$ cat config.mk
export PLATFORM = sky130hd
export DESIGN_NAME = ppmux_top
export DESIGN_NICKNAME = d
export VERILOG_FILES = /design/src/rtl/ppmux_pkg.sv /design/src/rtl/ppmux_top.sv
export SDC_FILE = /design/constraint.sdc
export NUM_CORES = 1
export LEC_CHECK = 0
export BUFFER_PORTS_ARGS = -buffer_cell sky130_fd_sc_hd__buf_2
export CELL_PAD_IN_SITES_DETAIL_PLACEMENT = 1
export CELL_PAD_IN_SITES_GLOBAL_PLACEMENT = 2
export CORE_MARGIN = 2
export CORE_UTILIZATION = 32
export DETAILED_ROUTE_END_ITERATION = 7
export GPL_TIMING_DRIVEN = 1
export PLACE_DENSITY = 0.88
export SYNTH_ARGS = -nofsm -noshare
export SYNTH_HDL_FRONTEND = slang
export SYNTH_SLANG_ARGS = --single-unit
$ cat constraint.sdc
create_clock -name core_clk -period 5.25 [get_ports core_clk]
set_clock_uncertainty 0.05 [all_clocks]
set_input_delay 0.525 -clock core_clk [delete_from_list [all_inputs] [get_ports core_clk]]
set_output_delay 0.525 -clock core_clk [all_outputs]
set_load 0.005 [all_outputs]
$ cat src/rtl/ppmux_pkg.sv
// Purpose: Shared constants and carriers for the parallel port mode mux
// Assumes: One clock, core_clk at 100 MHz
// Notes:   Pin groups travel as packed structs
package ppmux_pkg;

  // ******************************************************************
  // Widths and reset values
  // ******************************************************************
  localparam int unsigned PPMUX_ADDR_W   = 18;
  localparam int unsigned PPMUX_DATA_W   = 16;
  localparam logic [17:0] PPMUX_ADDR_RST = 18'h0_0000;
  localparam logic [15:0] PPMUX_DATA_RST = 16'h0000;
  localparam logic        PPMUX_OE_RST   = 1'b1;
  localparam logic        PPMUX_KEEP_RST = 1'b0;
  localparam int unsigned PPMUX_SYNC_CYC = 2;

  // ******************************************************************
  // Carriers
  // ******************************************************************
  typedef struct packed {
    logic        access;
    logic        write;
    logic [17:0] addr;
    logic [15:0] wdata;
  } ppmux_external_memory_mode_req_type;

  typedef struct packed {
    logic        drive;
    logic [15:0] rdata;
  } ppmux_host_rsp_type;

  typedef struct packed {
    logic [17:0] addr;
    logic [15:0] data;
  } ppmux_pin_in_type;

endpackage

$ cat src/rtl/ppmux_top.sv
// Purpose: Shares the parallel port address and data pins between the
//          external memory interface and the host port
// Assumes: Pin inputs are asynchronous; external_memory_mode and host port logic run on
//          core_clk; keeper_enable_bit comes from the bank switch
//          control register bit held elsewhere on this clock
// Notes:   Output enables are active low; the keeper is reported on a
//          separate flag so the pad model can apply a weak hold
//
// How it works
// - Mode high: device drives address pins
// - Mode low: address pins are host inputs
// - External mode: data driven on writes, sampled
// - Host mode: host port logic drives data
// - Float low: address pins high impedance
// - Float low: data pins high impedance
// - Keeper holds last driven data level
// - Keeper off at reset, software controlled
module ppmux_top
  import ppmux_pkg::*;
(
  // Clock and reset
  input  wire logic               core_clk,
  input  wire logic               nrst,
  // Mode and float pins
  input  wire logic               port_mode_select,
  input  wire logic               float_ctrl_n,
  // Keeper enable from control register
  input  wire logic               keeper_enable_bit,
  // External memory interface side
  input  wire ppmux_external_memory_mode_req_type external_memory_mode_req,
  output logic [15:0]             external_memory_mode_rdata,
  // Host port side
  input  wire ppmux_host_rsp_type host_rsp,
  output ppmux_pin_in_type        host_pins,
  output logic                    host_port_mode,
  // Address pins
  input  wire logic [17:0]        parallel_port_address_in,
  output logic [17:0]             parallel_port_address_out,
  output logic                    parallel_port_address_oe_n,
  // Data pins
  input  wire logic [15:0]        parallel_port_data_in,
  output logic [15:0]             parallel_port_data_out,
  output logic                    parallel_port_data_oe_n,
  output logic                    data_keeper_active
);

  // ******************************************************************
  // Reset release and pin synchronisers
  // ******************************************************************
  logic        rst_meta_ff;
  logic        rst_n_ff;
  logic [1:0]  mode_sync_ff;
  logic [1:0]  float_sync_ff;
  logic [17:0] addr_meta_ff;
  logic [17:0] addr_sync_ff;
  logic [15:0] data_meta_ff;
  logic [15:0] data_sync_ff;

  always_ff @(posedge core_clk or negedge nrst) begin
    if (!nrst) begin
      rst_meta_ff <= 1'b0;
      rst_n_ff    <= 1'b0;
    end else begin
      rst_meta_ff <= 1'b1;
      rst_n_ff    <= rst_meta_ff;
    end
  end

  // Float starts asserted so nothing drives until the pins are seen
  always_ff @(posedge core_clk or negedge rst_n_ff) begin
    if (!rst_n_ff) begin
      mode_sync_ff  <= 2'h0;
      float_sync_ff <= 2'h0;
      addr_meta_ff  <= PPMUX_ADDR_RST;
      addr_sync_ff  <= PPMUX_ADDR_RST;
      data_meta_ff  <= PPMUX_DATA_RST;
      data_sync_ff  <= PPMUX_DATA_RST;
    end else begin
      mode_sync_ff  <= {mode_sync_ff[0], port_mode_select};
      float_sync_ff <= {float_sync_ff[0], float_ctrl_n};
      addr_meta_ff  <= parallel_port_address_in;
      addr_sync_ff  <= addr_meta_ff;
      data_meta_ff  <= parallel_port_data_in;
      data_sync_ff  <= data_meta_ff;
    end
  end

  // ******************************************************************
  // Pin direction decode
  // ******************************************************************
  wire external_memory_mode = mode_sync_ff[1];
  wire host_port_mode_w     = ~mode_sync_ff[1];
  wire pins_enabled         = float_sync_ff[1];

  // Address only ever leaves in external mode; host mode never drives
  wire drive_addr = external_memory_mode & pins_enabled;
  wire external_memory_mode_write = external_memory_mode & external_memory_mode_req.access & external_memory_mode_req.write;
  wire host_read  = host_port_mode_w & host_rsp.drive;
  wire drive_data = (external_memory_mode_write | host_read) & pins_enabled;

  wire [17:0] nxt_addr_out = drive_addr ? external_memory_mode_req.addr : parallel_port_address_out;
  wire [15:0] nxt_data_sel = external_memory_mode_write ? external_memory_mode_req.wdata : host_rsp.rdata;
  // Holding the last value keeps the keeper level equal to the last drive
  wire [15:0] nxt_data_out = drive_data ? nxt_data_sel : parallel_port_data_out;
  wire        nxt_keep     = keeper_enable_bit & ~drive_data;

  // ******************************************************************
  // Registered pin and side outputs
  // ******************************************************************
  always_ff @(posedge core_clk or negedge rst_n_ff) begin
    if (!rst_n_ff) begin
      parallel_port_address_out  <= PPMUX_ADDR_RST;
      parallel_port_address_oe_n <= PPMUX_OE_RST;
      parallel_port_data_out     <= PPMUX_DATA_RST;
      parallel_port_data_oe_n    <= PPMUX_OE_RST;
      data_keeper_active         <= PPMUX_KEEP_RST;
      external_memory_mode_rdata                 <= PPMUX_DATA_RST;
      host_pins                  <= '0;
      host_port_mode             <= 1'b0;
    end else begin
      parallel_port_address_out  <= nxt_addr_out;
      parallel_port_address_oe_n <= ~drive_addr;
      parallel_port_data_out     <= nxt_data_out;
      parallel_port_data_oe_n    <= ~drive_data;
      data_keeper_active         <= nxt_keep;
      external_memory_mode_rdata                 <= data_sync_ff;
      host_pins.addr             <= addr_sync_ff;
      host_pins.data             <= data_sync_ff;
      host_port_mode             <= host_port_mode_w;
    end
  end
endmodule

Word-level counts from Yosys, hierarchy flattened
Cells that the tools add are included.
Operators by class
  bitwise operators: 10
  multiplexer cells: 1
Operator list (count)
  16-bit two-way mux: 1
  1-bit AND: 6
  1-bit inverter: 3
  1-bit OR: 1
Storage, ports and cells
  logic and storage cells: 27
  register bits: 146

Depth between registers and ports, before layout
Gate-level depths: netlist of the first run.
  depth after elaboration: 6
  depth in mapped cells: 5
  mapped depth without buffers: 3

Least setup slack after synthesis of the first run
OpenSTA, ideal clock, no wires.
  kind: input port to flip-flop
  start: input external_memory_mode_req[34] (netlist bit)
  end: register parallel_port_data_out[10]
  path slack: 3.802 ns
  setup time: 0.121 ns
  stages: 5
  path buffers: 2
  arrival: 1.277 ns
  cell sequence: and3_1 -> buf_6 -> buf_6 -> a22o_1 -> a22o_1
On the way
  longest elaborated chain between the ends: 3
RTL lines
  start, declared: RTL line ppmux_top.sv:30  | input wire ppmux_external_memory_mode_req_type external_memory_mode_req,
  1-bit AND *: RTL line ppmux_top.sv:97  | wire external_memory_mode_write = external_memory_mode & external_memory_mode_req.access & external_memory_mod ...
  1-bit OR: RTL line ppmux_top.sv:99  | wire drive_data = (external_memory_mode_write | host_read) & pins_enabled;
  1-bit AND: RTL line ppmux_top.sv:99
  end signal, assigned: RTL line ppmux_top.sv:123  | parallel_port_data_out <= nxt_data_out;
  end, declared: RTL line ppmux_top.sv:42  | output logic [15:0] parallel_port_data_out,
Mark *: on every way between the ends. The rest lies on a longest branch, timed or not.
A chain may end at the register's enable or synchronous reset.

Final worst setup path of the first run
  start: register mode_sync_ff[1]
  end: register parallel_port_data_out[11]
On the way
  longest elaborated chain between the ends: 4
RTL lines
  start, declared: RTL line ppmux_top.sv:52  | logic [1:0] mode_sync_ff;
  start signal, assigned: RTL line ppmux_top.sv:79  | mode_sync_ff <= {mode_sync_ff[0], port_mode_select};
  1-bit AND or 1-bit inverter (tied branches): RTL line ppmux_top.sv:97, ppmux_top.sv:92
  1-bit AND, on equally long branches: RTL line ppmux_top.sv:97, ppmux_top.sv:98
  1-bit OR: RTL line ppmux_top.sv:99
  1-bit AND: RTL line ppmux_top.sv:99
Parallel ways exist; a longest one is shown, timed or not.

==> results.sh, run 1 <==
export IMPL_layout_drive_gt1_share_pct=55.40
export IMPL_avgSynthCellArea_um2=19.32
export IMPL_gp_congestion=0.7594
export IMPL_totalWireLength_mm=9.084
export IMPL_num_io_pins=180
export IMPL_die_x_um=121.1
export IMPL_critPathKind="reg -> reg"
export IMPL_cts_tree="done"
export IMPL_ff2ff_setup_slack_ns=3.06
export IMPL_num_fill_cells=1387
export IMPL_grt_usage_pct=13.27
export IMPL_grt_first_pass_wirelength_mm=14.35
export IMPL_cpPeakStageDelay_ns=0.97
export IMPL_rows=42
export IMPL_ys_seq_area_share_pct=83.34
export IMPL_endpoint_kind="register"
export IMPL_grt_pass1_vias=2832
export IMPL_seqPwrFrac_pct=49.4
export IMPL_path_max_fanout=18
export IMPL_routedWlPerCell_um=15.29
export IMPL_crit_path_top_delay_cell="nor2b_1"
export IMPL_max_slew_margin_rel_pct=15.65
export IMPL_sw_frac_of_total_pct=21.79
export IMPL_portBuffers=179
export IMPL_cts_path_max_buffers=2
export IMPL_setup_viol=0
export IMPL_fmax_ghz=0.4565
export IMPL_vias_per_cell=4.269
export IMPL_start_util_pct=32.99
export IMPL_dp_hpwl_mm=6.516
export IMPL_place_ws_ns=2.845
export IMPL_cts_made_buffers=17
export IMPL_fp_dieH_um=121.1
export IMPL_antenna_left=0
export IMPL_crit_chain="nor2b_1, o21ai_4, a22o_1"
export IMPL_synth_distinct_cells=14
export IMPL_run_status="complete, no violations"
export IMPL_die_area_um2=14660
export IMPL_final_area_um2=5887
export IMPL_cap_violations=0
export IMPL_area_growth_pct=34.20
export IMPL_drt_iter0_markers=71
export IMPL_rsz0062_at_grt="no"
export IMPL_clk_pin_slew_ns=0.06
export IMPL_power_density_nw_per_um2=433.3
export IMPL_finalMaxSlewViolations=0
export IMPL_fin_ws_ns=3.059
export IMPL_finalCritPeriodShare_pct=41.72
export IMPL_critPathBufInv=0
export IMPL_syn_nets=319
export IMPL_cts_resized=0
export IMPL_ys_warn_count=0
export IMPL_overflow=0
export IMPL_post_cts_setup_buffers=0
export IMPL_power_internal_uw=1995
export IMPL_total_power_uw=2551
export IMPL_ys_ff_latch=146
export IMPL_dpl_cell_area_um2=5323
export IMPL_htree_num_levels=4
export IMPL_fin_tns_setup_ns=0
export IMPL_power_frac_comb_pct=7.1
export IMPL_worst_ep_arrival_time_ns=2.43
export IMPL_grt_start_max_net_pins=81
export IMPL_peakVddDrop_mv=0.2400
export IMPL_hold_path_class="in -> reg"
export IMPL_worstSetupStartpointType="register"
export IMPL_critPathTopFamily="simple AND/OR/NAND/NOR gates"
export IMPL_first_pass_iters=4
export IMPL_num_vias=2536
export IMPL_drc=0
export IMPL_cts_hold_fix_buffers=1
export IMPL_clockPowerShare_pct=43.4
export IMPL_p_sw_uw=555.8
export IMPL_cts_root_buffer="clkbuf_16"
export IMPL_finalHoldViolations=0
export IMPL_syn_inst=227
export IMPL_min_period_ns=2.191
export IMPL_core_area_um2=13300
export IMPL_cp_data_required_time_ns=5.49
export IMPL_nNetsFinal=496
export IMPL_antenna_found_initial=3
export IMPL_worst_slew_pin_slew_ns=1.263
export IMPL_clkLatencyLatePin_ns=0.40
export IMPL_syn_area_um2=4387
export IMPL_cts_sinks=146
export IMPL_p_leak_uw=0.002905
kinds of logic after synthesis:
| family | count (synthesis) | share of synthesized area [%] |
|---|---|---|
| DFF | 146 | 83.34 |
| AOI/OAI and AO/OA | 33 | 6.760 |
| buffers and inverters | 25 | 4.620 |
| muxes | 18 | 4.621 |
| and+or+nand+nor | 4 | 0.5708 |
| other | 1 | 0.08549 |
worst reg2reg max path: cells and delay by family (launching register included):
| kind | cells | cell delay (ns) |
|---|---|---|
| DFF | 1 | 0.40 |
| and+or+nand+nor | 1 | 0.97 |
| AOI/OAI and AO/OA | 2 | 0.66 |
state kept, by name (all words and copies together), names as in the netlist:
| signal | count |
|---|---|
| host_port_mode | 1 |
| data_sync_ff | 16 |
| parallel_port_data_oe_n | 1 |
| float_sync_ff | 2 |
| mode_sync_ff | 2 |
| addr_sync_ff | 18 |
| parallel_port_data_out | 16 |
| rst_meta_ff | 1 |
| data_keeper_active | 1 |
| host_pins | 34 |
| rst_n_ff | 1 |
| data_meta_ff | 16 |
| parallel_port_address_oe_n | 1 |
| addr_meta_ff | 18 |
| parallel_port_address_out | 18 |
routing by layer:
| layer | GRT usage (%) | share of wire [%] |
|---|---|---|
| met5 | 0 | 0.26 |
| met4 | 7.849 | 3.1 |
| met3 | 5.921 | 9.5 |
| met2 | 20.26 | 50 |
| met1 | 15.40 | 38 |
layout make-up:
type | count | area [um2] | share of cell area [%]
sequential | 146 | 3660 | 62.17
tap | 176 | 220.2 | 3.741
multi-input combinational | 56 | 528.0 | 8.969
clock buffer | 24 | 471.7 | 8.013
timing repair buffer | 182 | 920.9 | 15.64
clock inverter | 8 | 80.08 | 1.360
inverter | 1 | 3.754 | 0.06376
antenna | 1 | 2.502 | 0.04251
per-stage QoR:
step | hold slack [ns] | util [%] | std cells
2_1_floorplan | 0.1794 | - | 227
6_report | 0.1719 | 44.28 | 594
3_5_place_dp | 0.2648 | 40.03 | 560
5_1_grt | 0.1422 | 44.28 | 594
4_1_cts | 0.1490 | 44.26 | 593
3_3_place_gp | 0.2624 | 40.03 | 560
cells in the mapped netlist (all sizes together):
| cell | number | area, um2 |
|---|---|---|
| and2 | 1 | 6.260 |
| buf | 23 | 195.2 |
| conb | 1 | 3.750 |
| nor2b | 1 | 6.260 |
| a22o | 32 | 280.3 |
| mux2 | 18 | 202.7 |
| clkbuf | 1 | 3.750 |
| and3 | 1 | 6.260 |
| nand2 | 1 | 6.260 |
| inv | 1 | 3.750 |
| dfstp | 2 | 52.55 |
| o21ai | 1 | 16.27 |
| dfrtp | 144 | 3603 |
power groups by stage:
stage                     Clock (uW)  Combinational, uW  Sequential (uW)
after floorplan                    0               70.5             1280
after global placement             0                180             1280
after CTS                       1140                187             1260
after detailed placement           0                187             1280
after global routing            1200                202             1270
final                           1110                182             1260
worst paths after layout:
kind,start,end,cells after the start
setup / recovery,mode_sync_ff[1],parallel_port_data_out[11],3
hold / removal,parallel_port_data_in[2],data_meta_ff[2],1
setup reg to reg,mode_sync_ff[1],parallel_port_data_out[11],3
hold reg to reg,data_meta_ff[13],data_sync_ff[13],0
max in group asynchronous,rst_n_ff,data_sync_ff[14],1
min in group asynchronous,nrst,rst_n_ff,2
layout by cell type, fill, tap and decap left out, drive strengths merged:
cell type    instances
buf                181
dfrtp              144
a22o                32
clkbuf              24
mux2                18
clkinvlp             3
clkinv               3
dfstp                2
inv                  2
diode                1
nor2b                1
and3                 1
o21ai                1
and2                 1
nand2                1
bufinv               1
dlygate4sd3          1
conb                 1
Power figures use the tool's default switching activity.
==> inputs of run 2 (changes only) <==
==> constraint.sdc (replaced) <==
create_clock -name core_clk -period 2.3 [get_ports core_clk]
set_clock_uncertainty 0.05 [all_clocks]
set_input_delay 0.23 -clock core_clk [delete_from_list [all_inputs] [get_ports core_clk]]
set_output_delay 0.23 -clock core_clk [all_outputs]
set_load 0.005 [all_outputs]
==> run 2 against run 1 <==
  * Register-to-register slack got worse by 2.5 ns
  * Largest power group unchanged
  * Combinational power grew to 2.9 times the previous value
  * Cell count is 9.8% higher
  * Worst setup slack got worse by 2.5 ns
  * Die area unchanged
  * Core utilization up 5.0 points
  * Via count grew 7.1%
  * Non-clock buffer count grew 58
  * Highest routed layer is now met4
==> results.sh, run 2 (synthesis gave the netlist of run 1 again) <==
export IMPL_run_status="complete, no violations"
export IMPL_rsz0062_at_grt="no"
export IMPL_finalCritPeriodShare_pct=74.75
export IMPL_core_area_um2=13300
export IMPL_drc=0
export IMPL_layout_drive_gt1_share_pct=50.11
export IMPL_drt_iter0_markers=111
export IMPL_timing_hold_ws_ns=0.08175
export IMPL_critPathBufInv=0
export IMPL_regMostFlops="host_pins"
export IMPL_grt_start_max_net_pins=44
export IMPL_fin_tns_setup_ns=0
export IMPL_p_leak_uw=0.003188
export IMPL_final_cell_mix="buf_2 (179), dfrtp_1 (143), dlygate4sd3_1 (56), a22o_1 (32), mux2_2 (18)"
export IMPL_seqPwrFrac_pct=46.1
export IMPL_min_period_ns=1.719
export IMPL_p_sw_uw=1388
export IMPL_cpPeakStageDelay_ns=0.60
export IMPL_grtUsageMet3_pct=6.250
export IMPL_timing_rr_end="parallel_port_data_out[5]"
export IMPL_critPathKind="reg -> reg"
export IMPL_start_util_pct=32.99
export IMPL_rows=42
export IMPL_htree_num_levels=4
export IMPL_gp_congestion=0.6775
export IMPL_area_growth_pct=49.32
export IMPL_cts_root_buffer="clkbuf_16"
export IMPL_reg2reg_depth=3
export IMPL_worst_slew_pin_slew_ns=0.6596
export IMPL_dp_hpwl_mm=6.841
export IMPL_grt_usage_pct=15.30
export IMPL_cts_made_buffers=17
export IMPL_sw_frac_of_total_pct=22.31
export IMPL_cp_data_required_time_ns=2.55
export IMPL_die_x_um=121.1
export IMPL_grt_first_pass_wirelength_mm=16.40
export IMPL_grt_pass1_vias=3135
export IMPL_finalHoldViolations=0
export IMPL_path_max_fanout=18
export IMPL_worst_ep_arrival_time_ns=1.96
export IMPL_clkLatencyLatePin_ns=0.42
export IMPL_busiest_layer="met2"
export IMPL_clk_pin_slew_ns=0.06
export IMPL_max_slew_margin_rel_pct=56.02
export IMPL_worstSetupStartpointType="register"
export IMPL_first_pass_iters=4
export IMPL_overflow=0
export IMPL_num_io_pins=180
export IMPL_hold_path_class="in -> async"
export IMPL_antenna_found_initial=1
export IMPL_fp_dieH_um=121.1
export IMPL_crit_path_top_delay_cell="and3_1"
export IMPL_utilization_pct=49.27
export IMPL_ff2ff_setup_slack_ns=0.58
export IMPL_cts_sinks=146
export IMPL_power_frac_comb_pct=8.5
export IMPL_clockPowerShare_pct=45.4
export IMPL_power_density_nw_per_um2=949.4
export IMPL_setup_viol=0
export IMPL_antenna_left=0
export IMPL_vias_per_cell=4.167
export IMPL_dpl_cell_area_um2=5370
export IMPL_met2_usage_pct=25.84
export IMPL_largest_register_ff_count=34
export IMPL_fmax_ghz=0.5817
export IMPL_totalWireLength_mm=10.47
export IMPL_critPathTopFamily="simple AND/OR/NAND/NOR gates"
export IMPL_cap_violations=0
export IMPL_r2r_start="mode_sync_ff[1]"
export IMPL_final_common_cell="buf_2"
export IMPL_final_area_um2=6550
export IMPL_routedWlPerCell_um=16.06
export IMPL_cts_path_max_buffers=2
export IMPL_portBuffers=179
export IMPL_endpoint_kind="register"
export IMPL_power_internal_uw=4831
export IMPL_peakVddDrop_mv=0.4188
export IMPL_nNetsFinal=554
export IMPL_crit_chain="and3_1, o21ai_4, a22o_1"
export IMPL_grt_use_met1_pct=16.80
export IMPL_finalMaxSlewViolations=0
export IMPL_num_vias=2717
export IMPL_die_area_um2=14660
export IMPL_cts_tree="done"
-- run 2: cell count changes in the layout (fill, tap and decap cells not counted), sizes merged --
cell,before,now
buf,181,184
inv,2,5
clkinvlp,3,4
bufinv,1,3
dlygate4sd3,1,56
clkbuf,24,19
clkinv,3,2
-- run 2: worst max-delay path by stage --
stage	from	endpoint	depth (start not counted)
5_1_grt	mode_sync_ff[1]	parallel_port_data_out[5]	3
4_1_cts	mode_sync_ff[1]	parallel_port_data_out[5]	3
2_1_floorplan	rst_n_ff	addr_meta_ff[0]	0
3_3_place_gp	mode_sync_ff[1]	parallel_port_data_out[12]	3
6_report	mode_sync_ff[1]	parallel_port_data_out[5]	3
3_5_place_dp	mode_sync_ff[1]	parallel_port_data_out[5]	3
-- run 2: power groups by stage --
stage,Combinational [uW],Sequential [uW],Clock (uW)
5_1_grt,578,2900,3020
6_report,526,2870,2820
4_1_cts,528,2870,2900
2_1_floorplan,161,2930,0
3_3_place_gp,436,2900,0
3_5_place_dp,456,2910,0
-- run 2: what timing repair did --
action,in CTS,in global routing
hold buffers,56,0
setup buffers,0,0
resized for setup,0,0
hold endpoints to repair,57,0
setup endpoints to repair,0,0
-- run 2: area by class of cell --
| type | count | area [um2] |
|---|---|---|
| fillers | 1347 | 6745 |
| flip-flops and latches | 146 | 3660 |
| repair buffers | 240 | 1519 |
| multi-input cells | 56 | 528.0 |
| clock buffers | 19 | 442.9 |
| well taps | 176 | 220.2 |
| clock inverters | 13 | 173.9 |
| inverters | 1 | 3.754 |
| diodes | 1 | 2.502 |
-- run 2: layer usage --
metal / vias up / routed length, um
met4: 0 / 127
met5: - / 0
met2: 118 / 5510
met1: 1362 / 4112
li1: 1227 / -
met3: 10 / 720
-- run 2: stage by stage --
stage	setup WS (ns)	total power (uW)	std cells
3_3_place_gp	0.7102	3334	563
3_5_place_dp	0.5850	3365	563
2_1_floorplan	0.7200	3091	227
5_1_grt	0.4449	6497	652
4_1_cts	0.5809	6293	651
6_report	0.5808	6218	652
==> inputs of run 3 (changes only) <==
==> constraint.sdc (replaced) <==
create_clock -name core_clk -period 1.6 [get_ports core_clk]
set_clock_uncertainty 0.05 [all_clocks]
set_input_delay 0.16 -clock core_clk [delete_from_list [all_inputs] [get_ports core_clk]]
set_output_delay 0.16 -clock core_clk [all_outputs]
set_load 0.005 [all_outputs]
==> run 3 against run 2 <==
  * Global-route usage hardly changed
  * Worst hold slack got worse by 0.052 ns
  * Critical path type unchanged
  * Design area unchanged
==> results.sh, run 3 (synthesis gave the netlist of run 1 again) <==
export IMPL_run_status="complete, no violations"
export IMPL_rsz0062_at_grt="no"
export IMPL_rows=42
export IMPL_first_pass_iters=4
export IMPL_worst_slew_pin_slew_ns=0.5257
export IMPL_grt_start_max_net_pins=104
export IMPL_htree_num_levels=4
export IMPL_fmax_ghz=0.6672
export IMPL_setup_viol=0
export IMPL_reg2reg_depth=4
export IMPL_clk_pin_slew_ns=0.06
export IMPL_timing_rr_end="parallel_port_data_out[4]"
export IMPL_ff2ff_setup_slack_ns=0.10
export IMPL_num_fill_cells=1329
export IMPL_min_period_ns=1.499
export IMPL_worst_ep_arrival_time_ns=1.75
export IMPL_fin_tns_setup_ns=0
export IMPL_cap_violations=0
export IMPL_power_density_nw_per_um2=1357
export IMPL_final_area_um2=6550
export IMPL_area_growth_pct=49.32
export IMPL_p_leak_uw=0.003191
export IMPL_place_ws_ns=-0.1149
export IMPL_path_max_fanout=18
export IMPL_die_area_um2=14660
export IMPL_start_util_pct=32.99
export IMPL_hold_path_class="in -> reg"
export IMPL_finalMaxSlewViolations=0
export IMPL_portBuffers=179
export IMPL_grt_usage_pct=15.30
export IMPL_core_area_um2=13300
export IMPL_cts_tree="done"
export IMPL_totalWireLength_mm=10.58
export IMPL_die_x_um=121.1
export IMPL_cts_root_buffer="clkbuf_16"
export IMPL_utilization_pct=49.27
export IMPL_fin_ws_ns=0.1012
export IMPL_cts_sinks=146
export IMPL_cp_data_required_time_ns=1.85
export IMPL_drc=0
export IMPL_vias_per_cell=4.262
export IMPL_r2r_start="mode_sync_ff[1]"
export IMPL_num_io_pins=180
export IMPL_hold_path_cell_count=3
export IMPL_antenna_left=0
export IMPL_drt_iter0_markers=97
export IMPL_diodes=0
export IMPL_dpl_cell_area_um2=5350
export IMPL_regMostFlops="host_pins"
export IMPL_routedWlPerCell_um=16.23
export IMPL_layout_drive_gt1_share_pct=50.21
export IMPL_overflow=0
export IMPL_antenna_found_initial=1
export IMPL_peakVddDrop_mv=0.8444
export IMPL_finalHoldViolations=0
export IMPL_total_power_uw=8891
export IMPL_endpoint_kind="register"
export IMPL_cts_made_buffers=17
export IMPL_max_slew_margin_rel_pct=64.95
export IMPL_fp_dieH_um=121.1
export IMPL_largest_register_ff_count=34
export IMPL_worst_hold_path_endpoint="parallel_port_data_out[0]"
export IMPL_gp_congestion=0.6714
export IMPL_cts_path_max_buffers=2
export IMPL_clkLatencyLatePin_ns=0.41
export IMPL_final_cell_mix="buf_2 (179), dfrtp_1 (143), dlygate4sd3_1 (57), a22o_1 (32), mux2_2 (18)"
export IMPL_worstSetupStartpointType="register"
export IMPL_final_common_cell="buf_2"
export IMPL_grt_pass1_vias=3195
export IMPL_critPathKind="reg -> reg"
export IMPL_dp_hpwl_mm=6.658
export IMPL_finalCritPeriodShare_pct=93.68
export IMPL_hold_start="external_memory_mode_req[0]"
export IMPL_num_vias=2779
export IMPL_nNetsFinal=555
export IMPL_grt_first_pass_wirelength_mm=16.35
==> run 3: cell types whose count changed in the layout (fill, tap and decap cells not counted), sizes merged <==
cell         before  now
dlygate4sd3      56   57
clkinvlp          4    3
clkbuf           19   18
clkinv            2    4
diode             1    0
==> run 3: critical path, cell delays in order (launching register included) <==
cell and delay [ns]:
dfrtp_1 0.39, and3_2 0.43, o21ai_4 0.11, buf_12 0.16, a22o_1 0.24
==> run 3: metal layers <==
layer,part of all wire (%),global-route usage (%)
met1,37,15.87
met2,54,27.04
met3,7.1,6.203
met4,1.9,6.759
met5,0.15,0
==> run 3: area by class of cell <==
| class | instances | area [um2] | share of cell area (%) |
|---|---|---|---|
| Sequential cell | 146 | 3660 | 55.87 |
| Timing Repair Buffer | 241 | 1529 | 23.34 |
| Multi-Input combinational cell | 56 | 529.3 | 8.080 |
| Clock buffer | 18 | 429.2 | 6.552 |
| Tap cell | 176 | 220.2 | 3.362 |
| Clock inverter | 14 | 178.9 | 2.732 |
| Inverter | 1 | 3.754 | 0.05731 |
==> run 3: report_power, final <==
part | internal (uW) | switching (uW) | total, uW
clock | 2470 | 1540 | 4010
sequential | 3980 | 130 | 4110
combinational | 448 | 327 | 775
total | 6900 | 1990 | 8890
==> run 3: what timing repair did <==
| item | CTS | global route |
|---|---|---|
| pin swaps | 0 | 1 |
| hold buffers | 57 | 0 |
| setup buffers | 0 | 1 |
| setup endpoints to repair | 17 | 1 |
| hold endpoints to repair | 57 | 0 |
| resized for setup | 1 | 0 |
==> run 3: metrics by stage <==
step | instances | hold WS, ns
2_1_floorplan | 227 | -0.1856
3_3_place_gp | 562 | -0.1018
3_5_place_dp | 562 | -0.09698
4_1_cts | 651 | 0.002478
5_1_grt | 652 | 0.02622
6_report | 652 | 0.02996
==> run 3: worst max-delay path by stage <==
| stage | start | endpoint | slack [ns] | cells past startpoint |
|---|---|---|---|---|
| after CTS | mode_sync_ff[1] | parallel_port_data_out[4] | 0.06 | 3 |
| after floorplan | rst_n_ff | addr_meta_ff[0] | 0.02 | 0 |
| final | mode_sync_ff[1] | parallel_port_data_out[4] | 0.10 | 4 |
| after detailed placement | mode_sync_ff[1] | parallel_port_data_out[4] | -0.11 | 3 |
| after global routing | mode_sync_ff[1] | parallel_port_data_out[4] | 0.05 | 4 |
| after global placement | mode_sync_ff[1] | parallel_port_data_out[11] | -0.04 | 3 |
